**src/rtl/srs_consts.vh**
```
// constants for the supply and regulator supervisor
// assumes a 100 MHz pclk and a 32-bit APB slave
`ifndef SRS_CONSTS_VH
`define SRS_CONSTS_VH
// register byte addresses
`define SRS_ADDR_STATUS   12'h000
`define SRS_ADDR_CLEAR    12'h004
`define SRS_ADDR_CTRL     12'h008
`define SRS_ADDR_LIVE     12'h00C
// status bit positions
`define SRS_ST_COLD       0
`define SRS_ST_SUP_LOW    1
`define SRS_ST_SUP_HIGH   2
`define SRS_ST_MAIN_FAIL  3
`define SRS_ST_AUX_FAIL   4
`define SRS_ST_AUX_SHORT  5
`define SRS_ST_THERM1     6
`define SRS_ST_THERM2     7
`define SRS_ST_WIDTH      8
// control bit positions
`define SRS_CT_UV_DRV_OFF 0
`define SRS_CT_OV_DRV_OFF 1
`define SRS_CT_AUX_EN     2
`define SRS_CT_RES_LSB    3
`define SRS_CT_RES_MSB    4
`define SRS_CT_STANDBY    5
`define SRS_CT_WIDTH      6
`define SRS_CT_RESET      6'h03
// timing counts in pclk cycles at 100 MHz, sized to the 27-bit counters:
// 5 us main dip, 16 us reset filter, 2 us aux dip, 4 ms short, 1 s off
`define SRS_MAIN_DIP_CYC  27'h00001F4
`define SRS_MAIN_RES_CYC  27'h0000640
`define SRS_AUX_DIP_CYC   27'h00000C8
`define SRS_SHORT_CYC     27'h0061A80
`define SRS_THERM_OFF_CYC 27'h5F5E100
`define SRS_THERM_REPEAT  3'h3
`define SRS_CNT_W         27
`endif

```
**src/rtl/srs_filter.v**
```verilog
// low-level duration filter: counts cycles a condition holds
// assumes a synchronous input in the pclk domain
`timescale 1ns/1ns
`default_nettype none
module srs_filter #(
    parameter [26:0] LIMIT = 27'h1
) (
    input  wire        pclk,
    input  wire        presetn,
    input  wire        clr,
    input  wire        cond,
    output reg         hit
);
    reg [26:0] count;

    // count while cond holds; hit once cond has held for LIMIT cycles
    always @(posedge pclk or negedge presetn) begin
        if (!presetn) begin
            count <= 27'h0;
            hit   <= 1'b0;
        end else if (clr || !cond) begin
            count <= 27'h0;
            hit   <= 1'b0;
        end else if (count >= LIMIT - 27'h1) begin
            hit <= 1'b1;
        end else begin
            count <= count + 27'h1;
        end
    end
endmodule
`default_nettype wire

```
**src/rtl/srs_supervisor.v**
```verilog
// supply and regulator supervisor with APB register access
// assumes comparator inputs come from the analog domain (synchronised)
`timescale 1ns/1ns
`default_nettype none
`include "srs_consts.vh"
// Overview of operation
// RL1 - below power-on threshold stay passive, registers at defaults
// RL2 - on power-on enter power-up and latch power-on event flag
// RL3 - supply low: block LIN send, drivers off per config, set flag
// RL4 - supply high: drivers off per config, set flag
// RL5 - second thermal level: main regulator off about one second
// RL6 - repeated second-level thermal shutdowns force sleep
// RL7 - main regulator not up within 4 ms at start: sleep
// RL8 - main regulator dip over 5 us counts as failure
// RL9 - both main failures latch one main failure flag
// RL10 - reset threshold selectable among four settings
// RL11 - main below reset threshold over 16 us asserts reset low
// RL12 - after reset, loads and aux off until release and watchdog served
// RL13 - standby disables watchdog only under low consumption
// RL14 - standby re-enables watchdog on rising consumption
// RL15 - first thermal level: all drivers and aux off, flag set
// RL16 - aux compared only while its regulator is enabled, which is in normal mode
// RL17 - aux dip over 2 us latches transient failure, stays on
// RL18 - aux low 4 ms is short: disable, set failure and short
// RL19 - both aux flags read-cleared before re-enable; control kept
// RL20 - flags stay latched until software read-clear
module srs_supervisor #(
    parameter [26:0] SHORT_CYC = `SRS_SHORT_CYC,
    parameter [26:0] THERM_CYC = `SRS_THERM_OFF_CYC
) (
    input  wire        pclk,
    input  wire        presetn,
    input  wire        psel,
    input  wire        penable,
    input  wire        pwrite,
    input  wire [11:0] paddr,
    input  wire [31:0] pwdata,
    output reg  [31:0] prdata,
    output wire        pready,
    output wire        pslverr,
    input  wire        supply_above_por,
    input  wire        supply_low,
    input  wire        supply_high,
    input  wire        main_above_fail,
    input  wire [3:0]  main_below_res,
    input  wire        aux_above_fail,
    input  wire        therm_level1,
    input  wire        therm_level2,
    input  wire        load_current_low,
    input  wire        load_current_high,
    input  wire        wdog_served,
    input  wire        cyclic_sense,
    input  wire        mcu_reset_in,
    output reg         mcu_reset_out_n_o,
    output wire        mcu_reset_out_n_oe_n,
    output reg         main_regulator_en,
    output reg         aux_regulator_en,
    output reg         drivers_en,
    output reg         lin_tx_en,
    output reg         wdog_en,
    output reg         force_sleep
);
    localparam [3:0] ST_OFF   = 4'h1;
    localparam [3:0] ST_START = 4'h2;
    localparam [3:0] ST_RUN   = 4'h4;
    localparam [3:0] ST_SLEEP = 4'h8;

    // two-flop synchronisers for all analog comparator pins
    // nothing but sync2 reads sync1; every pin here is an async level
    localparam NSYNC = 16;
    wire [NSYNC-1:0] raw_in = {mcu_reset_in, cyclic_sense, wdog_served,
        load_current_high, load_current_low, therm_level2, therm_level1,
        aux_above_fail, main_below_res, main_above_fail, supply_high,
        supply_low, supply_above_por};
    reg  [NSYNC-1:0] sync1;
    reg  [NSYNC-1:0] sync2;
    always @(posedge pclk or negedge presetn) begin
        if (!presetn) begin
            sync1 <= {NSYNC{1'b0}};
            sync2 <= {NSYNC{1'b0}};
        end else begin
            sync1 <= raw_in;
            sync2 <= sync1;
        end
    end
    wire por_ok   = sync2[0];
    wire sup_low  = sync2[1];
    wire sup_high = sync2[2];
    wire main_up  = sync2[3];
    wire [3:0] res_low = sync2[7:4];
    wire aux_up   = sync2[8];
    wire th1      = sync2[9];
    wire th2      = sync2[10];
    wire cur_low  = sync2[11];
    wire cur_high = sync2[12];
    wire wd_ok    = sync2[13];
    wire cyc_sns  = sync2[14];
    wire line_hi  = sync2[15]; // reset line read back from the pin

    // registers and state
    reg [`SRS_ST_WIDTH-1:0] status;
    reg [`SRS_CT_WIDTH-1:0] ctrl;
    reg [3:0]               state;
    reg [3:0]               next_state;
    reg                     reset_hold;
    reg                     th2_prev;
    reg [2:0]               th2_count;
    reg [26:0]              th_timer;
    reg                     th_off;
    reg                     aux_block;

    // APB decode: zero-wait answers, error on unmapped address
    wire acc     = psel && penable;
    wire wr      = acc && pwrite;
    wire rd      = acc && !pwrite;
    wire mapped  = (paddr == `SRS_ADDR_STATUS) || (paddr == `SRS_ADDR_CLEAR)
                   || (paddr == `SRS_ADDR_CTRL) || (paddr == `SRS_ADDR_LIVE);
    wire rd_clr  = rd && (paddr == `SRS_ADDR_CLEAR);
    assign pready  = 1'b1;
    assign pslverr = acc && !mapped;
    // open drain: pin driven low only while reset is asserted
    assign mcu_reset_out_n_oe_n = mcu_reset_out_n_o;

    // duration filters on comparator levels
    wire running   = (state == ST_RUN);
    wire starting  = (state == ST_START);
    wire aux_watch = aux_regulator_en && (running || starting || cyc_sns);
    wire [1:0] res_sel = ctrl[`SRS_CT_RES_MSB:`SRS_CT_RES_LSB];
    wire main_dip;
    wire main_short;
    wire res_dip;
    wire aux_dip;
    wire aux_short;
    srs_filter #(.LIMIT(`SRS_MAIN_DIP_CYC)) u_main_dip (
        .pclk    (pclk),
        .presetn (presetn),
        .clr     (!running),
        .cond    (!main_up),
        .hit     (main_dip)
    ); // [RL8]
    srs_filter #(.LIMIT(SHORT_CYC)) u_main_short (
        .pclk    (pclk),
        .presetn (presetn),
        .clr     (!starting),
        .cond    (!main_up),
        .hit     (main_short)
    ); // [RL7]
    srs_filter #(.LIMIT(`SRS_MAIN_RES_CYC)) u_res (
        .pclk    (pclk),
        .presetn (presetn),
        .clr     (!running),
        .cond    (res_low[res_sel]),
        .hit     (res_dip)
    ); // [RL10] [RL11]
    srs_filter #(.LIMIT(`SRS_AUX_DIP_CYC)) u_aux_dip (
        .pclk    (pclk),
        .presetn (presetn),
        .clr     (!aux_watch),
        .cond    (!aux_up),
        .hit     (aux_dip)
    ); // [RL16] [RL17]
    srs_filter #(.LIMIT(SHORT_CYC)) u_aux_short (
        .pclk    (pclk),
        .presetn (presetn),
        .clr     (!aux_watch),
        .cond    (!aux_up),
        .hit     (aux_short)
    ); // [RL16] [RL18]

    wire th2_rise = th2 && !th2_prev;
    wire go_sleep = main_short
                    || (th2_rise && th2_count >= `SRS_THERM_REPEAT);

    // power state sequence
    always @* begin
        next_state = state;
        case (state)
            ST_OFF:   if (por_ok) next_state = ST_START; // [RL2]
            ST_START: begin
                if (main_short) next_state = ST_SLEEP; // [RL7]
                else if (main_up) next_state = ST_RUN;
            end
            ST_RUN:   if (go_sleep) next_state = ST_SLEEP; // [RL6]
            ST_SLEEP: next_state = ST_SLEEP;
            default:  next_state = ST_OFF;
        endcase
        if (!por_ok) next_state = ST_OFF; // [RL1]
    end

    // state register; leaves OFF only once the supply is above the power-on threshold
    always @(posedge pclk or negedge presetn) begin
        if (!presetn) begin
            state <= ST_OFF;
        end else begin
            state <= next_state;
        end
    end

    // status flags: hardware set wins over read-clear
    wire [`SRS_ST_WIDTH-1:0] set_vec;
    assign set_vec[`SRS_ST_COLD]      = (state == ST_OFF) && por_ok; // [RL2]
    assign set_vec[`SRS_ST_SUP_LOW]   = sup_low; // [RL3]
    assign set_vec[`SRS_ST_SUP_HIGH]  = sup_high; // [RL4]
    assign set_vec[`SRS_ST_MAIN_FAIL] = main_dip || main_short; // [RL9]
    assign set_vec[`SRS_ST_AUX_FAIL]  = aux_dip || aux_short; // [RL17]
    assign set_vec[`SRS_ST_AUX_SHORT] = aux_short; // [RL18]
    assign set_vec[`SRS_ST_THERM1]    = th1; // [RL15]
    assign set_vec[`SRS_ST_THERM2]    = th2;
    // read-clear drops only the bits that the setup edge handed out
    wire [`SRS_ST_WIDTH-1:0] clr_mask = rd_clr ? prdata[`SRS_ST_WIDTH-1:0]
                                               : {`SRS_ST_WIDTH{1'b0}};
    always @(posedge pclk or negedge presetn) begin
        if (!presetn) begin
            status <= {`SRS_ST_WIDTH{1'b0}};
        end else if (!por_ok) begin
            status <= {`SRS_ST_WIDTH{1'b0}}; // [RL1]
        end else begin
            // an event between setup and access edge stays latched
            status <= (status & ~clr_mask) | set_vec; // [RL20]
        end
    end

    // control register; never touched by hardware faults
    always @(posedge pclk or negedge presetn) begin
        if (!presetn) begin
            ctrl <= `SRS_CT_RESET;
        end else if (!por_ok) begin
            ctrl <= `SRS_CT_RESET; // [RL1]
        end else if (wr && paddr == `SRS_ADDR_CTRL) begin
            ctrl <= pwdata[`SRS_CT_WIDTH-1:0]; // [RL19]
        end
    end

    // aux block: set on short, lifted once both flags read clear
    // the enable bit in ctrl is left alone; only this block keeps the
    // regulator off, so software still sees its own setting afterwards
    always @(posedge pclk or negedge presetn) begin
        if (!presetn) begin
            aux_block <= 1'b0;
        end else if (aux_short) begin
            aux_block <= 1'b1; // [RL18]
        end else if (!status[`SRS_ST_AUX_FAIL]
                     && !status[`SRS_ST_AUX_SHORT]) begin
            aux_block <= 1'b0; // [RL19]
        end
    end

    // thermal second level: one-second off window and repeat count
    always @(posedge pclk or negedge presetn) begin
        if (!presetn) begin
            th2_prev  <= 1'b0;
            th2_count <= 3'h0;
            th_timer  <= 27'h0;
            th_off    <= 1'b0;
        end else begin
            th2_prev <= th2;
            if (th2_rise && !th_off) begin
                th_off   <= 1'b1; // [RL5]
                th_timer <= THERM_CYC - 27'h1;
                if (th2_count != 3'h7) th2_count <= th2_count + 3'h1;
            end else if (th_off) begin
                if (th_timer == 27'h0) begin
                    th_off <= 1'b0;
                end else begin
                    th_timer <= th_timer - 27'h1;
                end
            end
            // the repeat count only forgets on a fresh power-on
            if (state == ST_OFF) begin
                th2_count <= 3'h0;
            end
        end
    end

    // reset output low outside run or on res_dip; load hold kept until line released and watchdog served
    always @(posedge pclk or negedge presetn) begin
        if (!presetn) begin
            mcu_reset_out_n_o <= 1'b0;
            reset_hold        <= 1'b1;
        end else begin
            if (!running || res_dip) begin
                mcu_reset_out_n_o <= 1'b0; // [RL11]
                reset_hold        <= 1'b1;
            end else begin
                mcu_reset_out_n_o <= 1'b1;
                // loads wait for the pin itself to read high, not only
                // for the drive to stop, and for a served watchdog
                if (wd_ok && line_hi) begin
                    reset_hold <= 1'b0; // [RL12]
                end
            end
        end
    end

    // output enables from state, faults and configuration
    always @(posedge pclk or negedge presetn) begin
        if (!presetn) begin
            main_regulator_en <= 1'b0;
            aux_regulator_en  <= 1'b0;
            drivers_en        <= 1'b0;
            lin_tx_en         <= 1'b0;
            wdog_en           <= 1'b0;
            force_sleep       <= 1'b0;
        end else begin
            main_regulator_en <= (starting || running) && !th_off; // [RL5]
            aux_regulator_en  <= running && ctrl[`SRS_CT_AUX_EN]
                                 && !aux_block && !reset_hold
                                 && !th1; // [RL12] [RL15] [RL18]
            drivers_en <= running && !reset_hold && !th1 // [RL12] [RL15]
                && !(sup_low && ctrl[`SRS_CT_UV_DRV_OFF]) // [RL3]
                && !(sup_high && ctrl[`SRS_CT_OV_DRV_OFF]); // [RL4]
            lin_tx_en <= running && !sup_low; // [RL3]
            // in standby the watchdog follows the consumption monitor;
            // between the two thresholds it keeps its last state
            if (!running) begin
                wdog_en <= 1'b0;
            end else if (!ctrl[`SRS_CT_STANDBY]) begin
                wdog_en <= 1'b1;
            end else if (cur_high) begin
                wdog_en <= 1'b1; // [RL14]
            end else if (cur_low) begin
                wdog_en <= 1'b0; // [RL13]
            end
            force_sleep <= (state == ST_SLEEP); // [RL6] [RL7]
        end
    end

    // read data; live state, reset hold, watchdog, thermal-off and aux-block view on its own word
    always @(posedge pclk or negedge presetn) begin
        if (!presetn) prdata <= 32'h0;
        else if (psel && !penable && !pwrite) begin
            case (paddr)
                `SRS_ADDR_STATUS: prdata <= {24'h0, status};
                `SRS_ADDR_CLEAR:  prdata <= {24'h0, status};
                `SRS_ADDR_CTRL:   prdata <= {26'h0, ctrl};
                `SRS_ADDR_LIVE:   prdata <= {24'h0, state, reset_hold,
                                             wdog_en, th_off, aux_block};
                default:          prdata <= 32'h0;
            endcase
        end
    end
endmodule
`default_nettype wire

```
**config.mk**
```make
export PLATFORM = sky130hd
export DESIGN_NAME = srs_supervisor
export DESIGN_NICKNAME = d
export VERILOG_FILES = /design/src/rtl/srs_filter.v /design/src/rtl/srs_supervisor.v
export VERILOG_INCLUDE_DIRS = /design/src /design/src/rtl
export SDC_FILE = /design/constraint.sdc
export NUM_CORES = 1
export LEC_CHECK = 0
export ABC_CLOCK_PERIOD_IN_PS = 5900
export BUFFER_PORTS_ARGS = -buffer_cell sky130_fd_sc_hd__buf_2
export CORE_MARGIN = 8
export CORE_UTILIZATION = 31
export CTS_CLUSTER_SIZE = 14
export DETAILED_ROUTE_END_ITERATION = 12
export PLACE_DENSITY = 0.57
export SYNTH_ARGS = -nofsm -noshare
export SYNTH_HDL_FRONTEND = slang
export SYNTH_SLANG_ARGS = --single-unit
```
**constraint.sdc**
```tcl
create_clock -name pclk -period 5.9 [get_ports pclk]
set_input_delay 0 -clock pclk [delete_from_list [all_inputs] [get_ports pclk]]
set_output_delay 0 -clock pclk [all_outputs]
set_load 0.02 [all_outputs]
```
* Yosys cells after proc, flatten, opt, wreduce, memory -nomap -nowiden
Index checks and enable logic that the tools add are counted.
** Operators by class
- Add/sub/neg operators :: 7
- $lt $le $gt $ge :: 7
- Equal/unequal tests :: 18
- Mux-type cells :: 50
- Bitwise operators :: 3
- Reduce and logical (&&, ||, !) cells :: 73
** Operators by type and width (count)
- $mux W27 :: 13
- $add A27 B1 Y27 const B :: 5
- $ge A27 B19 Y1 const B :: 2
- $ge A27 B11 Y1 const B :: 1
- $ge A27 B8 Y1 const B :: 1
- $ge A27 B9 Y1 const B :: 1
- $logic_and A1 B1 Y1 :: 27
- $logic_not A27 Y1 :: 1
- $sub A27 B1 Y27 const B :: 1
- $eq A12 B4 Y1 const B :: 2
- $pmux W8 S3 :: 1
- $mux W1 :: 23
- $reduce_bool A2 Y1 :: 10
- $logic_not A1 Y1 :: 17
- $mux W4 :: 4
- $mux W8 :: 2
- $pmux W4 S4 :: 1
- $logic_or A1 B1 Y1 :: 13
- $eq A12 B3 Y1 const B :: 1
- $logic_not A12 Y1 :: 1
- $mux W6 :: 2
- $ne A2 B1 Y1 const B :: 5
- $mux W3 :: 3
- $and A8 B8 Y8 :: 1
- other kinds (17) :: 20
** Word-level totals
- Register bits :: 263
- Input port bits :: 65
- Output and inout port bits :: 42

* Logic depth before layout (Yosys ltp)
- Word-level depth :: 8
- Gate-level depth with buffers :: 8

* By module
Synthesis repeated with hierarchy kept, for this count alone.
** Unflattened totals
- Cells, all modules :: 1003
- Area total of the unflattened synthesis :: 10958.0 µm²
** Modules (own cells, without submodules)
- srs_supervisor :: instances 1, cells an instance 406, area an instance 4389.2 µm², seq. area each 2482.4 µm²
- srs_filter (u_aux_short ...) :: instances 2, cells an instance 138, area an instance 1412.6 µm², seq. area each 700.7 µm²
- srs_filter (u_res) :: instances 1, cells an instance 119, area an instance 1337.5 µm², seq. area each 700.7 µm²
- srs_filter (u_main_dip) :: instances 1, cells an instance 103, area an instance 1211.2 µm², seq. area each 700.7 µm²
- srs_filter (u_aux_dip) :: instances 1, cells an instance 99, area an instance 1194.9 µm², seq. area each 700.7 µm²

* Least setup slack after synthesis
OpenSTA, ideal clock, no wires.
- Path type :: register -> register
- Start :: register th_timer[21]
- End :: register th_timer[13]
- Setup time :: 0.134 ns
- Data arrival time :: 2.075 ns
- Slack :: 3.691 ns
- Stages on the path, launching flop included :: 7
- Period minus slack after synthesis :: 2.209 ns
- Cell sequence :: dfrtp_1 or4_1 buf_2 or4_4 o31ai_4 nor4_1 mux2i_1
** On the way
- Word-level cells in the longest chain between the ends :: 3
** Ends and longest elaborated chain
- start, declared :: line srs_supervisor.v:108 : reg [26:0] th_timer;
- start signal, assigned :: line srs_supervisor.v:259 : th_timer <= THERM_CYC - 27'h1;
- start signal, assigned :: line srs_supervisor.v:265 : th_timer <= th_timer - 27'h1;
- $logic_not A27 Y1 :: line srs_supervisor.v:262 : if (th_timer == 27'h0) begin
- $ne A2 B2 Y1 (no source line)
- $reduce_and A2 Y1 (no source line)
No other way between the ends.
A chain may end at the register's enable or synchronous reset.

* Worst setup path in the final report
- Start :: register state[1]
- End :: register u_main_dip.count[7]
** On the way
- Word-level cells in the longest chain between the ends :: 4
- Elaborated cells between the ends (all ways) :: 5
- Those cells by class :: eq/ne (2); mux (1); reduce/logical (2)
** Ends and longest elaborated chain
- start, declared :: line srs_supervisor.v:103 : reg [3:0] state;
- start signal, assigned :: line srs_supervisor.v:195 : state <= next_state;
- $eq A4 B3 Y1 (*) :: line srs_supervisor.v:125 : wire running = (state == ST_RUN);
- $logic_not A1 Y1 (*)
- $logic_or A1 B1 Y1 (*) :: line srs_filter.v:21 : end else if (clr || !cond) begin
- $ne A2 B1 Y1 (no source line) / $mux W27 (equally long branches)
- end signal, assigned :: line srs_filter.v:27 : count <= count + 27'h1;
- end, declared :: line srs_filter.v:14 : reg [26:0] count;
Every way passes the cells marked *; elsewhere a longest branch is shown, timed or not.

==> metrics <==
Non-Filler Instances=around 1600; max frequency=383.9 MHz; Seq/Total Area, Yosys=a little under three fifths; Clock Latency Late Sink=0.55 ns; Detail Route Antenna Nets=0; ys flop type=dfrtp_1; post-placement cell count=1484; top post-synthesis cells by count=dfrtp_1, and2_1, nor2_1; CP startpoint kind=flip-flop; hold path depth=6; chip width=201.4 um; share of cells above drive strength 1=~12%; syn_area_per_cell=between 10 and 15 um2; clock network power share=between 40% and 50%; H-tree depth=1; Clock Tree Buf Depth=3; vias=approximately 7600; worst path cell trace=or4b_1 -> nor2_1 -> nand2_1 -> a31oi_1 -> a41o_1; max incr delay on CP=about 0.82 ns; Yosys reg bits=239; largest net degree at the start of global routing=about 140; CTS buffer count=27; CORE AREA=roughly 34000 um2; first-pass GRT wire length=between 30 and 40 mm; sequential power share=between 40% and 50%; worst-path maximum fanout=20; post-synthesis xor/xnor area fraction=2.548%; Routed WL=22.87 mm; Area contributors post-synth=dfrtp_1, and2_1, nor2_1; Synth Warn #=0; CTS tree=yes; Setup CP Type=flip-flop to flip-flop; Placed Area=approximately 11000 um2; Synth top area share=between 50% and 60%; Die ar.=roughly 41000 um2; post-synthesis adder-cell area fraction=about 1.1%; final setup TNS=0 ns; Sw Share=a little under a quarter; Least-Margin Pin Slew=~0.94 ns; P_int=0.002900 W; Via density=4.892; CP arrival=~3 ns; Max IR drop VDD=roughly 0.00021 V; Min-Delay Path Class=input port to flip-flop; GRT Total Usage=11.15%; combinational power share=5.5%; compound-cell area share of the yosys netlist=between 10% and 20%; number of diodes=0; clk sink count=around 240; critical hold path startpoint=pwrite; status=completed; Switch Pwr=about 0.00086 W; most frequent cell after synthesis=dfrtp_1; asr flop ratio synth=between 90% and 100%; leakage power total=5.435 nW; slew margin rel.=between 30% and 40%; Synth Cell Area=about 11000 um2; cts repair resizes=0; final instance area=approximately 13000 um2; Data required, critical path=6.37 ns; Fin. Hold Viols=0; Unique masters post-synth=a little under 70; IO Pins=around 110; Starting DRT DRC Count=roughly 520; die height=between 200 and 250 um; Final HPWL DP=approximately 15 mm; flop2flop setup slack=approximately 3.3 ns; Post-Synth Simple-Gate Area=a little under a quarter; clk root buf=clkbuf_16; minimum clock period=between 2 and 3 ns; max-cap violations=0; fin nets=roughly 1200; Setup Skew=about 0.023 ns; main combinational cell family by area after synthesis=simple AND/OR/NAND/NOR gates; worst r2r path cells=5; Worst R2R End=u_main_dip.count[7]; RSZ-0062 raised after global routing=no; CP Capture Type=flip-flop; RR Startpoint=state[1]; average wire per standard cell=14.67 um; largest area contributor in the netlist=dfrtp_1; antenna violations before repair=0; DRC=0; gpl congestion=0.7637; I/O Buffers=55; drt pass-1 iters=4; Slowest-stage cell, CP=or4b_1; FP Rows=68; Final Total Pwr=approximately 0.0038 W; area grow syn2layout=17.57%; final core occ=a little over a third; cell count after synthesis=around 1000; post-synthesis mux area share=approximately 1.9%; final setup vio count=0; Initial Util=between 30% and 40%; Post-synth EDFFs=0; Final period util=44.15%; clock slew at the register clock pins of the worst setup and hold paths=0.06 ns; Final Slew Violations=0; total gr overflow=0; worst hold endpoint=status[5]; pwr dens=~300 nW/um2; vias in the first global route=approximately 7500
-- power groups by stage --
stage / clock, W / combinational (W) / sequential, W
after global placement: 0 / 0.000194 / 0.00178
after global routing: 0.00192 / 0.000237 / 0.00176
after CTS: 0.00185 / 0.000212 / 0.00175
after detailed placement: 0 / 0.000199 / 0.00178
final: 0.00180 / 0.000207 / 0.00175
after floorplan: 0 / 0.000143 / 0.00176
-- timing repair --
action	4_1_cts	5_1_grt
endpoints found under the hold margin	131	0
hold buffers	25	0
setup buffers	0	0
-- stage by stage --
stage | setup slack [ns] | hold WS [ns]
final | 3.295 | 0.05695
after global routing | 2.999 | 0.07735
after CTS | 3.250 | 0.03186
after detailed placement | 3.279 | 0.1094
after global placement | 3.333 | 0.1006
after floorplan | 3.691 | -0.2956
-- worst max path at each step --
stage | startpoint | to | slack, ns | cells past startpoint
floorplan | th_timer[21] | th_timer[13] | 3.69 | 6
global placement | state[1] | u_main_dip.count[5] | 3.33 | 5
detailed placement | state[1] | u_main_dip.count[7] | 3.28 | 5
CTS | state[1] | u_main_dip.count[7] | 3.25 | 5
global route | state[1] | u_main_dip.count[7] | 3.00 | 5
finish | state[1] | u_main_dip.count[7] | 3.30 | 5
-- layout make-up --
class	instances	area, um2
clock buffer	39	770.7
clock inverter	11	195.2
fill	3379	21680
inverter	25	93.84
multi-input combinational	705	4325
sequential	239	5986
tap	455	569.3
timing repair buffer	85	585.6
-- layout by cell type (no fill, tap or decap), drive strengths merged, types with 6 or more instances in the layout --
| cell type | instances |
|---|---|
| a21oi | 39 |
| mux2i | 18 |
| nor3 | 36 |
| nand2 | 70 |
| o21ai | 47 |
| dfrtp | 235 |
| ha | 9 |
| and3 | 15 |
| nand4 | 17 |
| or3 | 18 |
| nor2 | 71 |
| dlygate4sd3 | 25 |
| nor2b | 10 |
| o211ai | 9 |
| o311ai | 6 |
| nor4 | 36 |
| buf | 60 |
| a31oi | 16 |
| inv | 25 |
| nor3b | 7 |
| nand3 | 39 |
| clkinv | 6 |
| xnor2 | 28 |
| clkbuf | 39 |
| or4 | 23 |
| o31ai | 22 |
| conb | 25 |
| and4 | 6 |
| nand2b | 6 |
| and2 | 75 |
-- sequential cells by signal, summed over array words and instances, names as in the netlist, 3 cells and up --
name                cells
ctrl                    6
prdata                  8
state                   4
status                  8
sync1                  16
sync2                  16
th2_count               3
th_timer               27
u_aux_dip.count        27
u_aux_short.count      27
u_main_dip.count       27
u_main_short.count     27
u_res.count            27
-- worst max-delay path, delay by kind of cell, from the launching register on --
kind / cells / cell delay [ns]
AND/OR/NAND/NOR: 3 / 1.76
flip-flops: 1 / 0.51
AO/OA/AOI/OAI: 2 / 0.28
-- metal layers --
layer | up-vias | GRT usage, % | part of all wire [%]
met5 | - | 0 | 0
met4 | 0 | 2.818 | 2.1
met3 | 32 | 2.123 | 4.0
met2 | 122 | 17.07 | 44
met1 | 3743 | 15.99 | 50
li1 | 3729 | - | -
-- cells by family (layout without fill, tap and decap cells) --
family / after synthesis / after routing
simple gates: 445 / 445
flops: 239 / 239
compound gates: 176 / 176
buf+inv: 88 / 160
xor+xnor: 31 / 31
mux: 19 / 19
fa+ha+maj: 9 / 9
other cells: 2 / 25
Note: power is estimated with default switching activity, not from simulation.
